### config.mk
export PLATFORM = sky130hd
export DESIGN_NAME = pulse_scaler
export DESIGN_NICKNAME = d
export VERILOG_FILES = /design/src/shared/pulse_scale_pkg.sv /design/src/rtl/quad_decoder.sv /design/src/rtl/pulse_scaler.sv
export SDC_FILE = /design/constraint.sdc
export NUM_CORES = 1
export LEC_CHECK = 0
export ABC_AREA = 0
export BUFFER_PORTS_ARGS = -buffer_cell sky130_fd_sc_hd__buf_2
export CAP_MARGIN = 20
export CORE_MARGIN = 5
export CORE_UTILIZATION = 60
export CTS_CLUSTER_DIAMETER = 150
export CTS_CLUSTER_SIZE = 16
export DETAILED_ROUTE_END_ITERATION = 10
export PLACE_DENSITY = 0.79
export SLEW_MARGIN = 20
export SYNTH_ARGS = -nofsm -noshare
export SYNTH_HDL_FRONTEND = slang
export SYNTH_SLANG_ARGS = --single-unit
### constraint.sdc
create_clock -name core_clk -period 7.4 [get_ports core_clk]
set_clock_uncertainty 0.1 [all_clocks]
set_input_delay 0.74 -clock core_clk [delete_from_list [all_inputs] [get_ports core_clk]]
set_output_delay 0.74 -clock core_clk [all_outputs]
set_load 0.02 [all_outputs]
### src/shared/pulse_scale_pkg.sv
package pulse_scale_pkg;

    // ------------------------------------------------------------
    // encoder types and resolutions
    // ------------------------------------------------------------
    localparam logic [1:0]  ENC_13BIT     = 2'h0;
    localparam logic [1:0]  ENC_16BIT     = 2'h1;
    localparam logic [1:0]  ENC_17BIT     = 2'h2;
    localparam logic [16:0] PPR_13BIT     = 17'h00800;
    localparam logic [16:0] PPR_16BIT     = 17'h04000;
    localparam logic [16:0] PPR_17BIT     = 17'h08000;
    localparam int          QUAD_EDGES    = 4;

    // ------------------------------------------------------------
    // setting limits and reset values
    // ------------------------------------------------------------
    localparam logic [16:0] DIV_MIN       = 17'h00010;
    localparam logic [16:0] DIV_MAX       = 17'h04000;
    localparam logic [16:0] DIV_RESET     = 17'h04000;
    localparam logic [15:0] GEAR_NUM_RST  = 16'h0004;
    localparam logic [15:0] GEAR_DEN_RST  = 16'h0001;
    localparam logic [15:0] GEAR_MIN      = 16'h0001;
    localparam int          DIV_STEPS     = 17;
    localparam logic [4:0]  DIV_LAST      = 5'h10;
    localparam int          PEND_W        = 8;
    localparam int          POS_W         = 32;

    // ------------------------------------------------------------
    // carriers
    // ------------------------------------------------------------
    typedef struct packed {
        logic step;
        logic fwd;
    } quad_step_t;

    typedef struct packed {
        logic pos;
        logic neg;
    } diff_pair_t;

    // ------------------------------------------------------------
    // quadrature phase helpers: phase a leads b when moving forward
    // ------------------------------------------------------------
    function automatic logic [1:0] ab_to_phase(input logic a, input logic b);
        return {b, a ^ b};
    endfunction

    function automatic logic [1:0] phase_to_ab(input logic [1:0] ph);
        return {ph[1] ^ ph[0], ph[1]};
    endfunction

    function automatic logic [16:0] enc_ppr(input logic [1:0] kind);
        return (kind == ENC_13BIT) ? PPR_13BIT :
               (kind == ENC_16BIT) ? PPR_16BIT : PPR_17BIT;
    endfunction

endpackage

### src/rtl/quad_decoder.sv
`timescale 1ns/1ps
module quad_decoder
    import pulse_scale_pkg::*;
(
    // clock and reset
    input  wire logic       core_clk,
    input  wire logic       nrst,
    // encoder pins
    input  wire logic       pin_a,
    input  wire logic       pin_b,
    // decoded edges
    output quad_step_t      edge_q,
    output logic            glitch_q
);

    // ------------------------------------------------------------
    // two-stage synchronisers, first stage read only by the second
    // ------------------------------------------------------------
    logic [1:0] meta_q;
    logic [1:0] sync_q;
    logic [1:0] prev_phase_q;
    // the first real sample meets a reset phase, not the pins' own phase:
    // counting waits until both compared phases came from the pins
    logic [2:0] fill_q;
    wire        primed    = fill_q[2];

    wire  [1:0] cur_phase = ab_to_phase(sync_q[1], sync_q[0]);
    wire  [1:0] delta     = cur_phase - prev_phase_q;
    wire        is_fwd    = (delta == 2'h1);
    wire        is_rev    = (delta == 2'h3);
    // both phases moved at once: direction unknown, so no count
    wire        is_skip   = (delta == 2'h2);

    always_ff @(posedge core_clk or negedge nrst) begin
        if (!nrst) begin
            meta_q       <= 2'h0;
            sync_q       <= 2'h0;
            prev_phase_q <= 2'h0;
            fill_q       <= 3'h0;
            edge_q       <= '0;
            glitch_q     <= 1'b0;
        end else begin
            meta_q       <= {pin_a, pin_b};
            sync_q       <= meta_q;
            prev_phase_q <= cur_phase;
            fill_q       <= {fill_q[1:0], 1'b1};
            edge_q.step  <= primed & (is_fwd | is_rev);
            edge_q.fwd   <= is_fwd;
            glitch_q     <= primed & is_skip;
        end
    end

endmodule // quad_decoder

### src/rtl/pulse_scaler.sv
`timescale 1ns/1ps
// Summary of operation
// - The divided A/B outputs give as many pulses per revolution as the divider setting, 16 up to a default of 16384.
// - Encoder pulses are scaled by the divider value over the encoder's pulses per revolution before they drive the divided outputs.
// - The usable divider range is 16 to 2048 for a 13-bit encoder and 16 to 16384 for a 16-bit one.
// - With a 13-bit encoder a divider above 2048 is clamped to 2048 pulses per revolution.
// - A new divider setting is only taken at power-up; until then the old one stays.
// - Each reference pulse moves the motor by the electronic gear ratio in encoder counts.
// - The gear numerator is an unsigned 1 to 65535 setting with default 4.
// - The gear denominator is an unsigned 1 to 65535 setting with default 1, ratio being numerator over denominator.
// - Motor counts per revolution are 2048, 16384 or 32768 times four for quadrature.
// - Output pulses per revolution follow the divider, not the encoder bit count.
module pulse_scaler
    import pulse_scale_pkg::*;
(
    // clock and reset
    input  wire logic              core_clk,
    input  wire logic              nrst,
    // motor encoder pins
    input  wire logic              motor_encoder_a,
    input  wire logic              motor_encoder_b,
    // host reference pins, sign and pulse
    input  wire logic              ref_pulse,
    input  wire logic              ref_sign,
    // settings
    input  wire logic [1:0]        encoder_type,
    input  wire logic [14:0]       divider_ppr_setting,
    input  wire logic [15:0]       gear_numerator,
    input  wire logic [15:0]       gear_denominator,
    // divided encoder outputs
    output logic                   divided_phase_a_out,
    output logic                   divided_phase_a_out_n,
    output logic                   divided_phase_b_out,
    output logic                   divided_phase_b_out_n,
    // gear result and status
    output logic signed [POS_W-1:0] motor_ref_pos_q,
    output logic                   gear_busy_q,
    output logic                   encoder_glitch_q
);

    // ------------------------------------------------------------
    // encoder input
    // ------------------------------------------------------------
    quad_step_t enc_edge;
    logic       enc_glitch;

    quad_decoder u_enc (
        .core_clk (core_clk),
        .nrst     (nrst),
        .pin_a    (motor_encoder_a),
        .pin_b    (motor_encoder_b),
        .edge_q   (enc_edge),
        .glitch_q (enc_glitch)
    );

    // ------------------------------------------------------------
    // divider setting, captured once after reset release
    // ------------------------------------------------------------
    logic        loaded_q;
    logic [16:0] div_q;
    logic [16:0] ppr_q;

    wire  [16:0] raw_div  = {2'h0, divider_ppr_setting};
    wire  [16:0] ppr_sel  = enc_ppr(encoder_type);
    // the lower of the setting, the absolute maximum and the encoder's own count
    wire  [16:0] div_hi   = (raw_div > DIV_MAX) ? DIV_MAX : raw_div;
    wire  [16:0] div_cap  = (div_hi > ppr_sel) ? ppr_sel : div_hi;
    wire  [16:0] div_lim  = (div_cap < DIV_MIN) ? DIV_MIN : div_cap;

    always_ff @(posedge core_clk or negedge nrst) begin
        if (!nrst) begin
            loaded_q <= 1'b0;
            div_q    <= DIV_RESET;
            ppr_q    <= PPR_16BIT;
        end else if (!loaded_q) begin
            // settings only change at power cycling; later edits are ignored
            loaded_q <= 1'b1;
            div_q    <= div_lim;
            ppr_q    <= ppr_sel;
        end
    end

    // ------------------------------------------------------------
    // pulse divider: fractional accumulator of div/ppr per edge
    // ------------------------------------------------------------
    logic [16:0] frac_q;
    logic [1:0]  out_phase_q;

    wire  [17:0] fsum     = {1'b0, frac_q} + {1'b0, div_q};
    wire         fwd_out  = (fsum >= {1'b0, ppr_q});
    wire  [17:0] fdiff    = {1'b0, frac_q} - {1'b0, div_q};
    wire         rev_out  = fdiff[17];
    wire  [16:0] fwd_frac = fwd_out ? 17'(fsum - {1'b0, ppr_q}) : fsum[16:0];
    wire  [16:0] rev_frac = rev_out ? 17'(fdiff + {1'b0, ppr_q}) : fdiff[16:0];
    wire         take_enc = loaded_q & enc_edge.step;
    wire  [1:0]  out_ab   = phase_to_ab(out_phase_q);

    always_ff @(posedge core_clk or negedge nrst) begin
        if (!nrst) begin
            frac_q      <= 17'h0;
            out_phase_q <= 2'h0;
        end else if (take_enc) begin
            // div never exceeds ppr, so one input edge gives at most one output edge
            if (enc_edge.fwd) begin
                frac_q      <= fwd_frac;
                out_phase_q <= out_phase_q + {1'b0, fwd_out};
            end else begin
                frac_q      <= rev_frac;
                out_phase_q <= out_phase_q - {1'b0, rev_out};
            end
        end
    end

    always_ff @(posedge core_clk or negedge nrst) begin
        if (!nrst) begin
            divided_phase_a_out   <= 1'b0;
            divided_phase_a_out_n <= 1'b1;
            divided_phase_b_out   <= 1'b0;
            divided_phase_b_out_n <= 1'b1;
            encoder_glitch_q      <= 1'b0;
        end else begin
            divided_phase_a_out   <= out_ab[1];
            divided_phase_a_out_n <= ~out_ab[1];
            divided_phase_b_out   <= out_ab[0];
            divided_phase_b_out_n <= ~out_ab[0];
            encoder_glitch_q      <= enc_glitch;
        end
    end

    // ------------------------------------------------------------
    // host reference pins and pending pulse count
    // ------------------------------------------------------------
    logic [1:0] ref_meta_q;
    logic [1:0] ref_sync_q;
    logic       ref_prev_q;
    logic signed [PEND_W-1:0] pend_q;

    wire ref_rise  = ref_sync_q[1] & ~ref_prev_q;
    wire ref_fwd   = ref_sync_q[0];
    wire pend_zero = (pend_q == '0);

    typedef enum logic [2:0] {
        GS_IDLE   = 3'h1,
        GS_DIVIDE = 3'h2,
        GS_APPLY  = 3'h4
    } gear_state_t;

    gear_state_t gs_q;
    wire take_ref = (gs_q == GS_IDLE) & ~pend_zero;
    wire take_fwd = ~pend_q[PEND_W-1];

    wire signed [PEND_W-1:0] pend_in  = ref_rise ? (ref_fwd ? 8'sh01 : -8'sh01) : 8'sh00;
    wire signed [PEND_W-1:0] pend_out = take_ref ? (take_fwd ? 8'sh01 : -8'sh01) : 8'sh00;

    always_ff @(posedge core_clk or negedge nrst) begin
        if (!nrst) begin
            ref_meta_q <= 2'h0;
            ref_sync_q <= 2'h0;
            ref_prev_q <= 1'b0;
            pend_q     <= '0;
        end else begin
            ref_meta_q <= {ref_pulse, ref_sign};
            ref_sync_q <= ref_meta_q;
            ref_prev_q <= ref_sync_q[1];
            // an arriving pulse and a taken one in the same cycle both count
            pend_q     <= pend_q + pend_in - pend_out;
        end
    end

    // ------------------------------------------------------------
    // electronic gear: quotient of (num + rem) / den, 17 steps
    // ------------------------------------------------------------
    logic [15:0] num_q;
    logic [15:0] den_q;
    logic [15:0] rem_q;
    logic        dir_q;
    logic [16:0] dvd_q;
    logic [16:0] quo_q;
    logic [16:0] part_q;
    logic [4:0]  step_q;

    wire  [15:0] num_in   = (gear_numerator == '0) ? GEAR_MIN : gear_numerator;
    wire  [15:0] den_in   = (gear_denominator == '0) ? GEAR_MIN : gear_denominator;
    // reverse pulses work on the mirrored remainder so both ways stay exact
    wire  [15:0] rem_mir  = den_in - GEAR_MIN - rem_q;
    wire  [16:0] dvd_in   = {1'b0, num_in} + {1'b0, take_fwd ? rem_q : rem_mir};
    wire  [17:0] part_sh  = {part_q, dvd_q[16]};
    wire         sub_ok   = (part_sh >= {2'h0, den_q});
    wire  [16:0] part_nx  = sub_ok ? 17'(part_sh - {2'h0, den_q}) : part_sh[16:0];
    wire  [15:0] rem_fwd  = part_q[15:0];
    wire  [15:0] rem_rev  = den_q - GEAR_MIN - part_q[15:0];
    wire signed [POS_W-1:0] quo_ext = {{(POS_W-17){1'b0}}, quo_q};

    always_ff @(posedge core_clk or negedge nrst) begin
        if (!nrst) begin
            gs_q   <= GS_IDLE;
            num_q  <= GEAR_NUM_RST;
            den_q  <= GEAR_DEN_RST;
            rem_q  <= 16'h0;
            dir_q  <= 1'b0;
            dvd_q  <= 17'h0;
            quo_q  <= 17'h0;
            part_q <= 17'h0;
            step_q <= 5'h0;
        end else begin
            unique case (gs_q)
                GS_IDLE: begin
                    if (take_ref) begin
                        num_q  <= num_in;
                        den_q  <= den_in;
                        dir_q  <= take_fwd;
                        dvd_q  <= dvd_in;
                        part_q <= 17'h0;
                        step_q <= 5'h0;
                        gs_q   <= GS_DIVIDE;
                    end
                end
                GS_DIVIDE: begin
                    part_q <= part_nx;
                    dvd_q  <= {dvd_q[15:0], 1'b0};
                    quo_q  <= {quo_q[15:0], sub_ok};
                    step_q <= step_q + 5'h1;
                    if (step_q == DIV_LAST) begin
                        gs_q <= GS_APPLY;
                    end
                end
                GS_APPLY: begin
                    rem_q <= dir_q ? rem_fwd : rem_rev;
                    gs_q  <= GS_IDLE;
                end
            endcase
        end
    end

    // motor counts are quadrature edges of the encoder, four per line
    always_ff @(posedge core_clk or negedge nrst) begin
        if (!nrst) begin
            motor_ref_pos_q <= '0;
            gear_busy_q     <= 1'b0;
        end else begin
            gear_busy_q <= ~pend_zero | (gs_q != GS_IDLE);
            if (gs_q == GS_APPLY) begin
                motor_ref_pos_q <= dir_q ? motor_ref_pos_q + quo_ext
                                         : motor_ref_pos_q - quo_ext;
            end
        end
    end

endmodule // pulse_scaler

# Word-level counts from Yosys, hierarchy flattened
# Index checks and enable logic that the tools add are counted.
# totals
elab_cells	115
regBits	209
# classes
mux	28
eq_ne	11
n_bitwise	14
reduce_logical	8
order_cmp	5
n_addsub	18
# op_table
op	count
$mux W16	8
$mux W17	6
$pmux W17 S2	2
$add A32 B18 Y32	1
$logic_not A16 Y1	2
$mux W32	1
$mux W8	4
$sub A16 B1 Y16 const B	2
$sub A16 B16 Y16	2
$sub A32 B18 Y32	1
$add A17 B17 Y18	1
$ge A18 B16 Y1	1
$ge A18 B17 Y1	1
$sub A17 B17 Y18	1
$add A16 B16 Y17	1
$add A17 B17 Y17	1
$sub A17 B16 Y17	1
$sub A17 B17 Y17	1
$gt A15 B16 Y1	1
$lt A16 B5 Y1 const B	1
$gt A15 B15 Y1 const B	1
$mux W15	1
$pmux W5 S2	1
$pmux W3 S3	1
other kinds (25)	41

# Depth between registers and ports, before layout
# Gate-level depths: netlist of the first run.
# logic_depth
word_depth	8
ltp_mapped	24
mapped_depth_nobuf	24

# Modules after synthesis
# A second synthesis of the first run with hierarchy kept.
# unflattened
hier_cells	1791
hier_area_um2	15165.8
# by_module_without_submodules
mod	cells_per_inst	n_inst	area_per_inst_um2
pulse_scaler	1766	1	14757.9
quad_decoder	25	1	407.9

# Least setup slack after synthesis of the first run
# Ideal clock, no wire load.
# synth_timing
kind	register to register
from	reg div_q[8]
to	reg out_phase_q[0]
required_time_ps	7175
setup_slack_ps	2782
period_less_slack_ps	4618
arrival_ps	4393
path_buffers	2
path_stages_with_launch	23
path_cell_list	dfrtp_1 inv_1 ha_1 buf_6 or2_0 clkbuf_2 or3_1 o22a_2 a211oi_4 nor2_2 o21bai_1 a21oi_1 xnor2_1 ha_1 nand3_1 a2111oi_0 nand3_1 or3_1 nor4_2 nand4b_4 a21o_2 ha_1 mux2_2
# synth_via
elab_chain_len	4
# synth_rtl
item	line	source
from (decl)	pulse_scaler.sv:60	logic [16:0] div_q;
from (signal assigned)	pulse_scaler.sv:78	div_q <= div_lim;
$add A17 B17 Y18	pulse_scaler.sv:89	wire [17:0] fsum = {1'b0, frac_q} + {1'b0, div_q};
$ge A18 B17 Y1	pulse_scaler.sv:90	wire fwd_out = (fsum >= {1'b0, ppr_q});
$add A2 B1 Y2	pulse_scaler.sv:106	out_phase_q <= out_phase_q + {1'b0, fwd_out};
$mux W2 *	pulse_scaler.sv:104	if (enc_edge.fwd) begin
to (signal assigned)	pulse_scaler.sv:106	
to (signal assigned)	pulse_scaler.sv:109	out_phase_q <= out_phase_q - {1'b0, rev_out};
to (decl)	pulse_scaler.sv:87	logic [1:0] out_phase_q;
# Every way passes the cells marked *; elsewhere a longest branch is shown, timed or not.
# A chain may end at the register's enable or synchronous reset.

# Final worst setup path of the first run
# layout_timing
from	reg div_q[0]
to	reg out_phase_q[1]
# The elaborated chain is that of the path after synthesis.

==> metrics, run 1 <==
outcome completed; number of enable flip-flop cells after synthesis 0; Final Total Pwr between 0.007 and 0.008 W; I/O Pins 93; clock sink total 193; Synth cell types 81; adder-cell area share of the yosys netlist roughly 14%; Setup-failing EPs final 0; crit path launch type register; Fmax achieved between 150 and 200 MHz; Post-synth top cells 197 x nand2_1, 187 x dfrtp_1, 176 x o21ai_0, 152 x ha_1, 138 x a21oi_1; met3 wire len approximately 1700 um; simple-gate share of the synthesized area between 15 and 20%; Async SR Flop Fraction 100%; Initial Utilization slightly above 60%; Met1 Wirelength around 16000 um; first-pass GRT wire length slightly above 60000 um; #FFs+latches synth between 150 and 200; Worst Path Max Fanout 6; slowest CP cell a211oi_1; Syn. warnings 0; Post-Place Cell Area ~16000 um^2; TNS Setup 0 ps; Routed Wire Length 35900 um; number of H-tree levels 4; layout cell share with drive strength beyond 1 9.87%; WL/cell 16.6 um; register area share after synthesis between 30% and 40%; n_diodes 0; width of the die 169 um; Detail Route Antenna Nets 0; Final Max Slew Viols 0; CTS resizes 0; met2 wire len between 15000 and 20000 um; cts hold-fix bufs 0; Max-Slew Margin vs Limit a little over 30%; top routing layer in use met4; Post-Synthesis Cells roughly 1800; CTS tree yes; top-count cell post-synth nand2_1; ys flop type dfrtp_1; dpl hpwl 26800 um; gr usage total 25.5%; Power Dens Cells approximately 480 nW/um^2; CP bufs+invs 1; area leader, netlist dfrtp_1; core area about 25000 um^2; grt total ovfl 0; number of CTS-inserted buffers 17; largest net degree at the start of global routing 100; Lkg Pwr 7.63 nW; R2R Setup Slk between 2000 and 2500 ps; DRC 0; antenna violations before repair 0; post-synthesis compound-gate area fraction approximately 22%; IO Port Bufs between 90 and 100; First-pass DRT Iterations 5; syn avg cell area between 8 and 9 um^2; share of the synthesized area in the top cell type a little under a third; Clock Path Buffers 2; Slew @ Worst Pin 1040 ps; Avg Vias per Cell between 5 and 6; crit-path leading delay family compound AO/OA/AOI/OAI gates; fraction of synthesized area in multiplexers under 10%; Layout Area Growth over Synthesis 7.93%; setup bufs post-CTS 0; Routability Congestion about 0.9; Site Rows between 50 and 60; post-layout min period between 5000 and 6000 ps; crit end category register; XOR/XNOR Fraction of Synth Area 7.73%; Place WS around 2300 ps; Stages on worst setup path 23; Hold Vio Cnt, Final 0; R2R depth 23; final design area excluding fillers 16300 um^2; syn_nets around 2000; Hold Path Class input port to async pin; Critical Path RT roughly 7600 ps; Nets ~2000; RSZ-0062 raised after global routing false; CP peak stage delay between 400 and 500 ps; period utilisation layout ~70%; crit-path cells ha_1 > inv_1 > fa_1 > o21bai_1 > a211oi_1 > o22a_2 > a211oi_4 > nor2_2 > o21bai_1 > a21oi_1 > xnor2_1 > ha_1 > nand3_1 > a2111oi_0 > nand3_1 > or3_1 > nor4_2 > nand4b_4 > a21o_2 > ha_1 > xnor2_1 > nor2_1 > xnor2_1; top post-synthesis cells by area dfrtp_1 31%, ha_1 13%, o21ai_0 5.8%; largest family of logic cells by synthesized area compound AO/OA/AOI/OAI gates; initial drt markers just over 900; Clk pin slew, worst setup/hold paths about 80 ps; later-pin clock latency in the skew report 440 ps; Vias approximately 13000; vias in the first global route between 10000 and 15000; die area between 20000 and 30000 um^2; Root Buffer clkbuf_16; peak supply drop about 0.23 mV; Max-Cap Viols 0; final worst slack ~2200 ps; crit path DAT around 5400 ps; Netlist Area Pre-Place around 15000 um^2; Setup Crit Path Kind register to register; DIE HEIGHT 169 um
[power breakdown]
part,internal [W],total (W),leakage [nW],switching (W)
Clock,0.000463,0.000949,0.296,0.000486
Combinational,0.00226,0.00517,5.06,0.00291
Sequential,0.00137,0.00171,2.27,0.000343
Total,0.00408,0.00783,7.63,0.00374
[worst register-to-register path, delay by kind of cell (launching register included)]
| family | cells | cell delay (ps) |
|---|---|---|
| flops | 1 | 410 |
| xor+xnor | 3 | 380 |
| compound gates | 8 | 1720 |
| fa+ha+maj | 4 | 1020 |
| buf+inv | 1 | 70 |
| simple gates | 7 | 1380 |
[layout by cell type (no fill, tap or decap), types with 30 or more instances in the layout]
cell,count
o21ai_0,176
nor2_1,101
nand3_1,30
dfrtp_1,186
a21o_1,40
inv_1,137
a21oi_1,138
buf_2,91
ha_1,152
nand2_1,195
xor2_1,55
xnor2_1,78
[sequential cells by signal, indices dropped and copies added, names as in the netlist, 3 cells and up]
name	cells
rem_q	16
ppr_q	3
quo_q	17
motor_ref_pos_q	32
dvd_q	17
pend_q	8
part_q	17
gs_q	3
frac_q	17
den_q	16
step_q	5
div_q	16
u_enc.fill_q	3
[area by class of cell]
cell class	count	area, um^2
multi-input cells	1359	9350
fillers	2076	8690
flip-flops and latches	193	4840
repair buffers	102	544
inverters	138	518
clock buffers	17	425
well taps	330	413
clock inverters	15	184
[routing by layer]
| layer | global-route usage (%) | vias up |
|---|---|---|
| li1 | - | 6321 |
| met1 | 34.8 | 6123 |
| met2 | 42.8 | 314 |
| met3 | 3.99 | 50 |
| met4 | 6.67 | 0 |
| met5 | 0 | - |
[path summary, 6_finish.rpt]
path | from | to
max in group asynchronous | nrst | dir_q
min in group core_clk | u_enc.meta_q[1] | u_enc.sync_q[1]
max | div_q[0] | out_phase_q[1]
max reg2reg | div_q[0] | out_phase_q[1]
min reg2reg | u_enc.meta_q[1] | u_enc.sync_q[1]
min | nrst | ref_meta_q[0]
[metrics by stage]
step           util, %  hold WS, ps  instances
2_1_floorplan        -          231       1789
3_3_place_gp      62.7          233       2122
3_5_place_dp      62.7          235       2122
4_1_cts           65.2          252       2154
5_1_grt           65.2          261       2154
6_report          65.2          219       2154
[cells by family after synthesis]
kind of cell | Yosys count
AOI/OAI and AO/OA | 539
xor gates and xnor gates | 133
adders and majority gates | 166
buffers and inverters | 237
DFF | 193
muxes | 32
other | 1
and+or+nand+nor | 488
No activity file was read; power rests on OpenSTA's default activity.
==> run 2, diff against run 1 <==
- CORE_UTILIZATION: 60 -> 57
- PLACE_DENSITY: 0.79 -> 0.78
- clock period: 7.4 -> 4.4 ns (I/O delays scaled with it)
==> run 2 against run 1 <==
Effect of this change: global-route usage fell by 1.3 points; die area grew 4.9%; routed wire length is 4.0% higher; critical path type unchanged; first-iteration DRC count is 9.0% higher; maximum frequency up 16%; the run now ends with negative hold slack, negative setup slack left; hold slack got worse by 220 ps; sequential cell count unchanged; worst setup slack worse by 2300 ps.
==> metrics, run 2 (synthesis gave the netlist of run 1 again) <==
outcome complete, but fails checks (was completed); violated checks negative hold slack, negative setup slack; post-layout min period 4460 ps (was 5170 ps); Clk pin slew, worst setup/hold paths 80 ps (about the same); Place WS -308 ps (was 2290 ps); CTS tree yes (unchanged); crit path launch type register (unchanged); met3 wire len 1710 um (was 1740 um); Hold Vio Cnt, Final 1 (was 0); met2 wire len 17600 um (was 17100 um); layout cell share with drive strength beyond 1 16.7% (was 9.87%); Critical Path RT 4620 ps (was 7620 ps); Clock Path Buffers 2 (unchanged); number of H-tree levels 4 (unchanged); Met1 Wirelength 17200 um (was 16400 um); Reg with most FFs motor_ref_pos_q (unchanged); Layout Area Growth over Synthesis 15.1% (was 7.93%); core area 26100 um^2 (was 25000 um^2); grt total ovfl 0 (unchanged); width of the die 173 um (was 169 um); first-pass GRT wire length 62200 um (was 60300 um); Fmax achieved 224 MHz (was 194 MHz); Lkg Pwr 8.18 nW (was 7.63 nW); max reg flops 32 (unchanged); final worst slack -59.4 ps (was 2230 ps); crit path DAT 4680 ps (was 5390 ps); commonest non-fill, non-tap cell in the layout nand2_1 (unchanged); Worst Path Max Fanout 3 (was 6); RSZ-0062 raised after global routing true (was false); Detail Route Antenna Nets 0 (unchanged); crit end category register (unchanged); peak supply drop 0.431 mV (was 0.232 mV); die area 29800 um^2 (was 28400 um^2); Initial Utilization 57.9% (was 60.4%); Nets 2133 (was 2032); Power Dens Cells 812 nW/um^2 (was 481 nW/um^2); I/O Pins 93 (unchanged); period utilisation layout 101% (was 69.8%); Hold Path Class input port to async pin (unchanged); Avg Vias per Cell 5.92 (was 5.95); initial drt markers 992 (was 910); DRC 0 (unchanged); Max-Slew Margin vs Limit 38.1% (was 30.4%); Routability Congestion 0.949 (was 0.925); DIE HEIGHT 173 um (was 169 um); later-pin clock latency in the skew report 440 ps (about the same); clock sink total 193 (unchanged); Setup-failing EPs final 5 (was 0); number of CTS-inserted buffers 17 (unchanged); n_diodes 0 (unchanged); Root Buffer clkbuf_16 (unchanged); fin cells 2260 (was 2154); Setup Crit Path Kind register to register (unchanged); First-pass DRT Iterations 5 (unchanged); top routing layer in use met4 (unchanged); Hold WS -1.25 ps (was 219 ps); vias in the first global route 13020 (was 12485); dpl hpwl 27900 um (was 26800 um); WL/cell 16.5 um (was 16.6 um); largest net degree at the start of global routing 115 (was 100); commonest cells after routing, fill and taps aside 195 x nand2_1, 186 x dfrtp_1, 172 x o21ai_0 (was 195 x nand2_1, 186 x dfrtp_1, 176 x o21ai_0); Vias 13387 (was 12808); Site Rows 59 (was 58); antenna violations before repair 0 (unchanged); Slew @ Worst Pin 929 ps (was 1040 ps); Final Max Slew Viols 0 (unchanged); Routed Wire Length 37300 um (was 35900 um); placed cells 2219 (was 2122); IO Port Bufs 92 (unchanged); gr usage total 24.3% (was 25.5%); Max-Cap Viols 0 (unchanged)
==> run 2: cell count changes in the layout (fill, tap and decap cells not counted), sizes merged <==
cell         delta
bufinv          +1
buf            +97
dlygate4sd3     +4
inv             -1
==> run 2: timing repair <==
action,CTS,global route
resized for setup,14,47
endpoints found under the setup margin,9,22
hold buffers,3,1
buffers inserted,2,4
endpoints found under the hold margin,3,1
cloned,0,0
pin swaps,3,9
==> run 2: report_power, final <==
part	total (W)	switching [W]	internal, W
combinational	0.00971	0.00536	0.00435
sequential	0.00278	0.000478	0.00230
clock	0.00159	0.000781	0.000813
==> run 2: final cells by class <==
class                   instances  area (um^2)
clock inverters                15          168
fillers                      2103         8710
well taps                     335          419
multi-input cells            1359         9660
inverters                     138          518
flip-flops and latches        193         4840
clock buffers                  17          425
repair buffers                203         1330
==> run 2: through the flow <==
| stage | instance area (um^2) | power [W] | util, % | TNS, ps | hold WS, ps |
|---|---|---|---|---|---|
| global placement | 16400 | 0.0116 | 62.9 | -1040 | 233 |
| global route | 17400 | 0.0153 | 66.6 | -1970 | 94.9 |
| finish | 17400 | 0.0141 | 66.6 | -195 | -1.25 |
| floorplan | 15100 | 0.00973 | - | -420 | 44.4 |
| detailed placement | 16400 | 0.0120 | 62.9 | -2490 | 235 |
| CTS | 17100 | 0.0137 | 65.6 | -964 | 5.65 |
==> run 2: worst max-delay path: stages, from the launching register on <==
cell       delay [ps]
dfrtp_1           390
inv_2              70
ha_4              200
or2_4             250
or3_1             310
o22a_2            240
a211oi_4          230
nor2_2             60
o21bai_1          120
a21oi_1           100
xnor2_1           170
ha_1              320
nand3_2           100
a2111oi_4         210
nand3_1           100
or3_4             390
nor4_4            160
nand4b_4          220
a21o_4            140
ha_4              180
mux2_2            250
==> run 2: worst paths after layout <==
path | slack, ps | end | cells past startpoint | start
max | -60 | out_phase_q[0] | 20 | div_q[8]
min | -1 | ref_sync_q[1] | 1 | nrst
max reg2reg | -60 | out_phase_q[0] | 20 | div_q[8]
min reg2reg | 250 | u_enc.sync_q[1] | 0 | u_enc.meta_q[1]
max in group asynchronous | 3160 | gs_q[0] | 2 | nrst
min in group core_clk | 130 | div_q[12] | 2 | divider_ppr_setting[12]
==> run 2: routing by layer <==
layer,track usage [%],up-vias
li1,-,6519
met1,33.8,6439
met2,40.7,367
met3,2.79,62
met4,5.81,0
met5,0,-
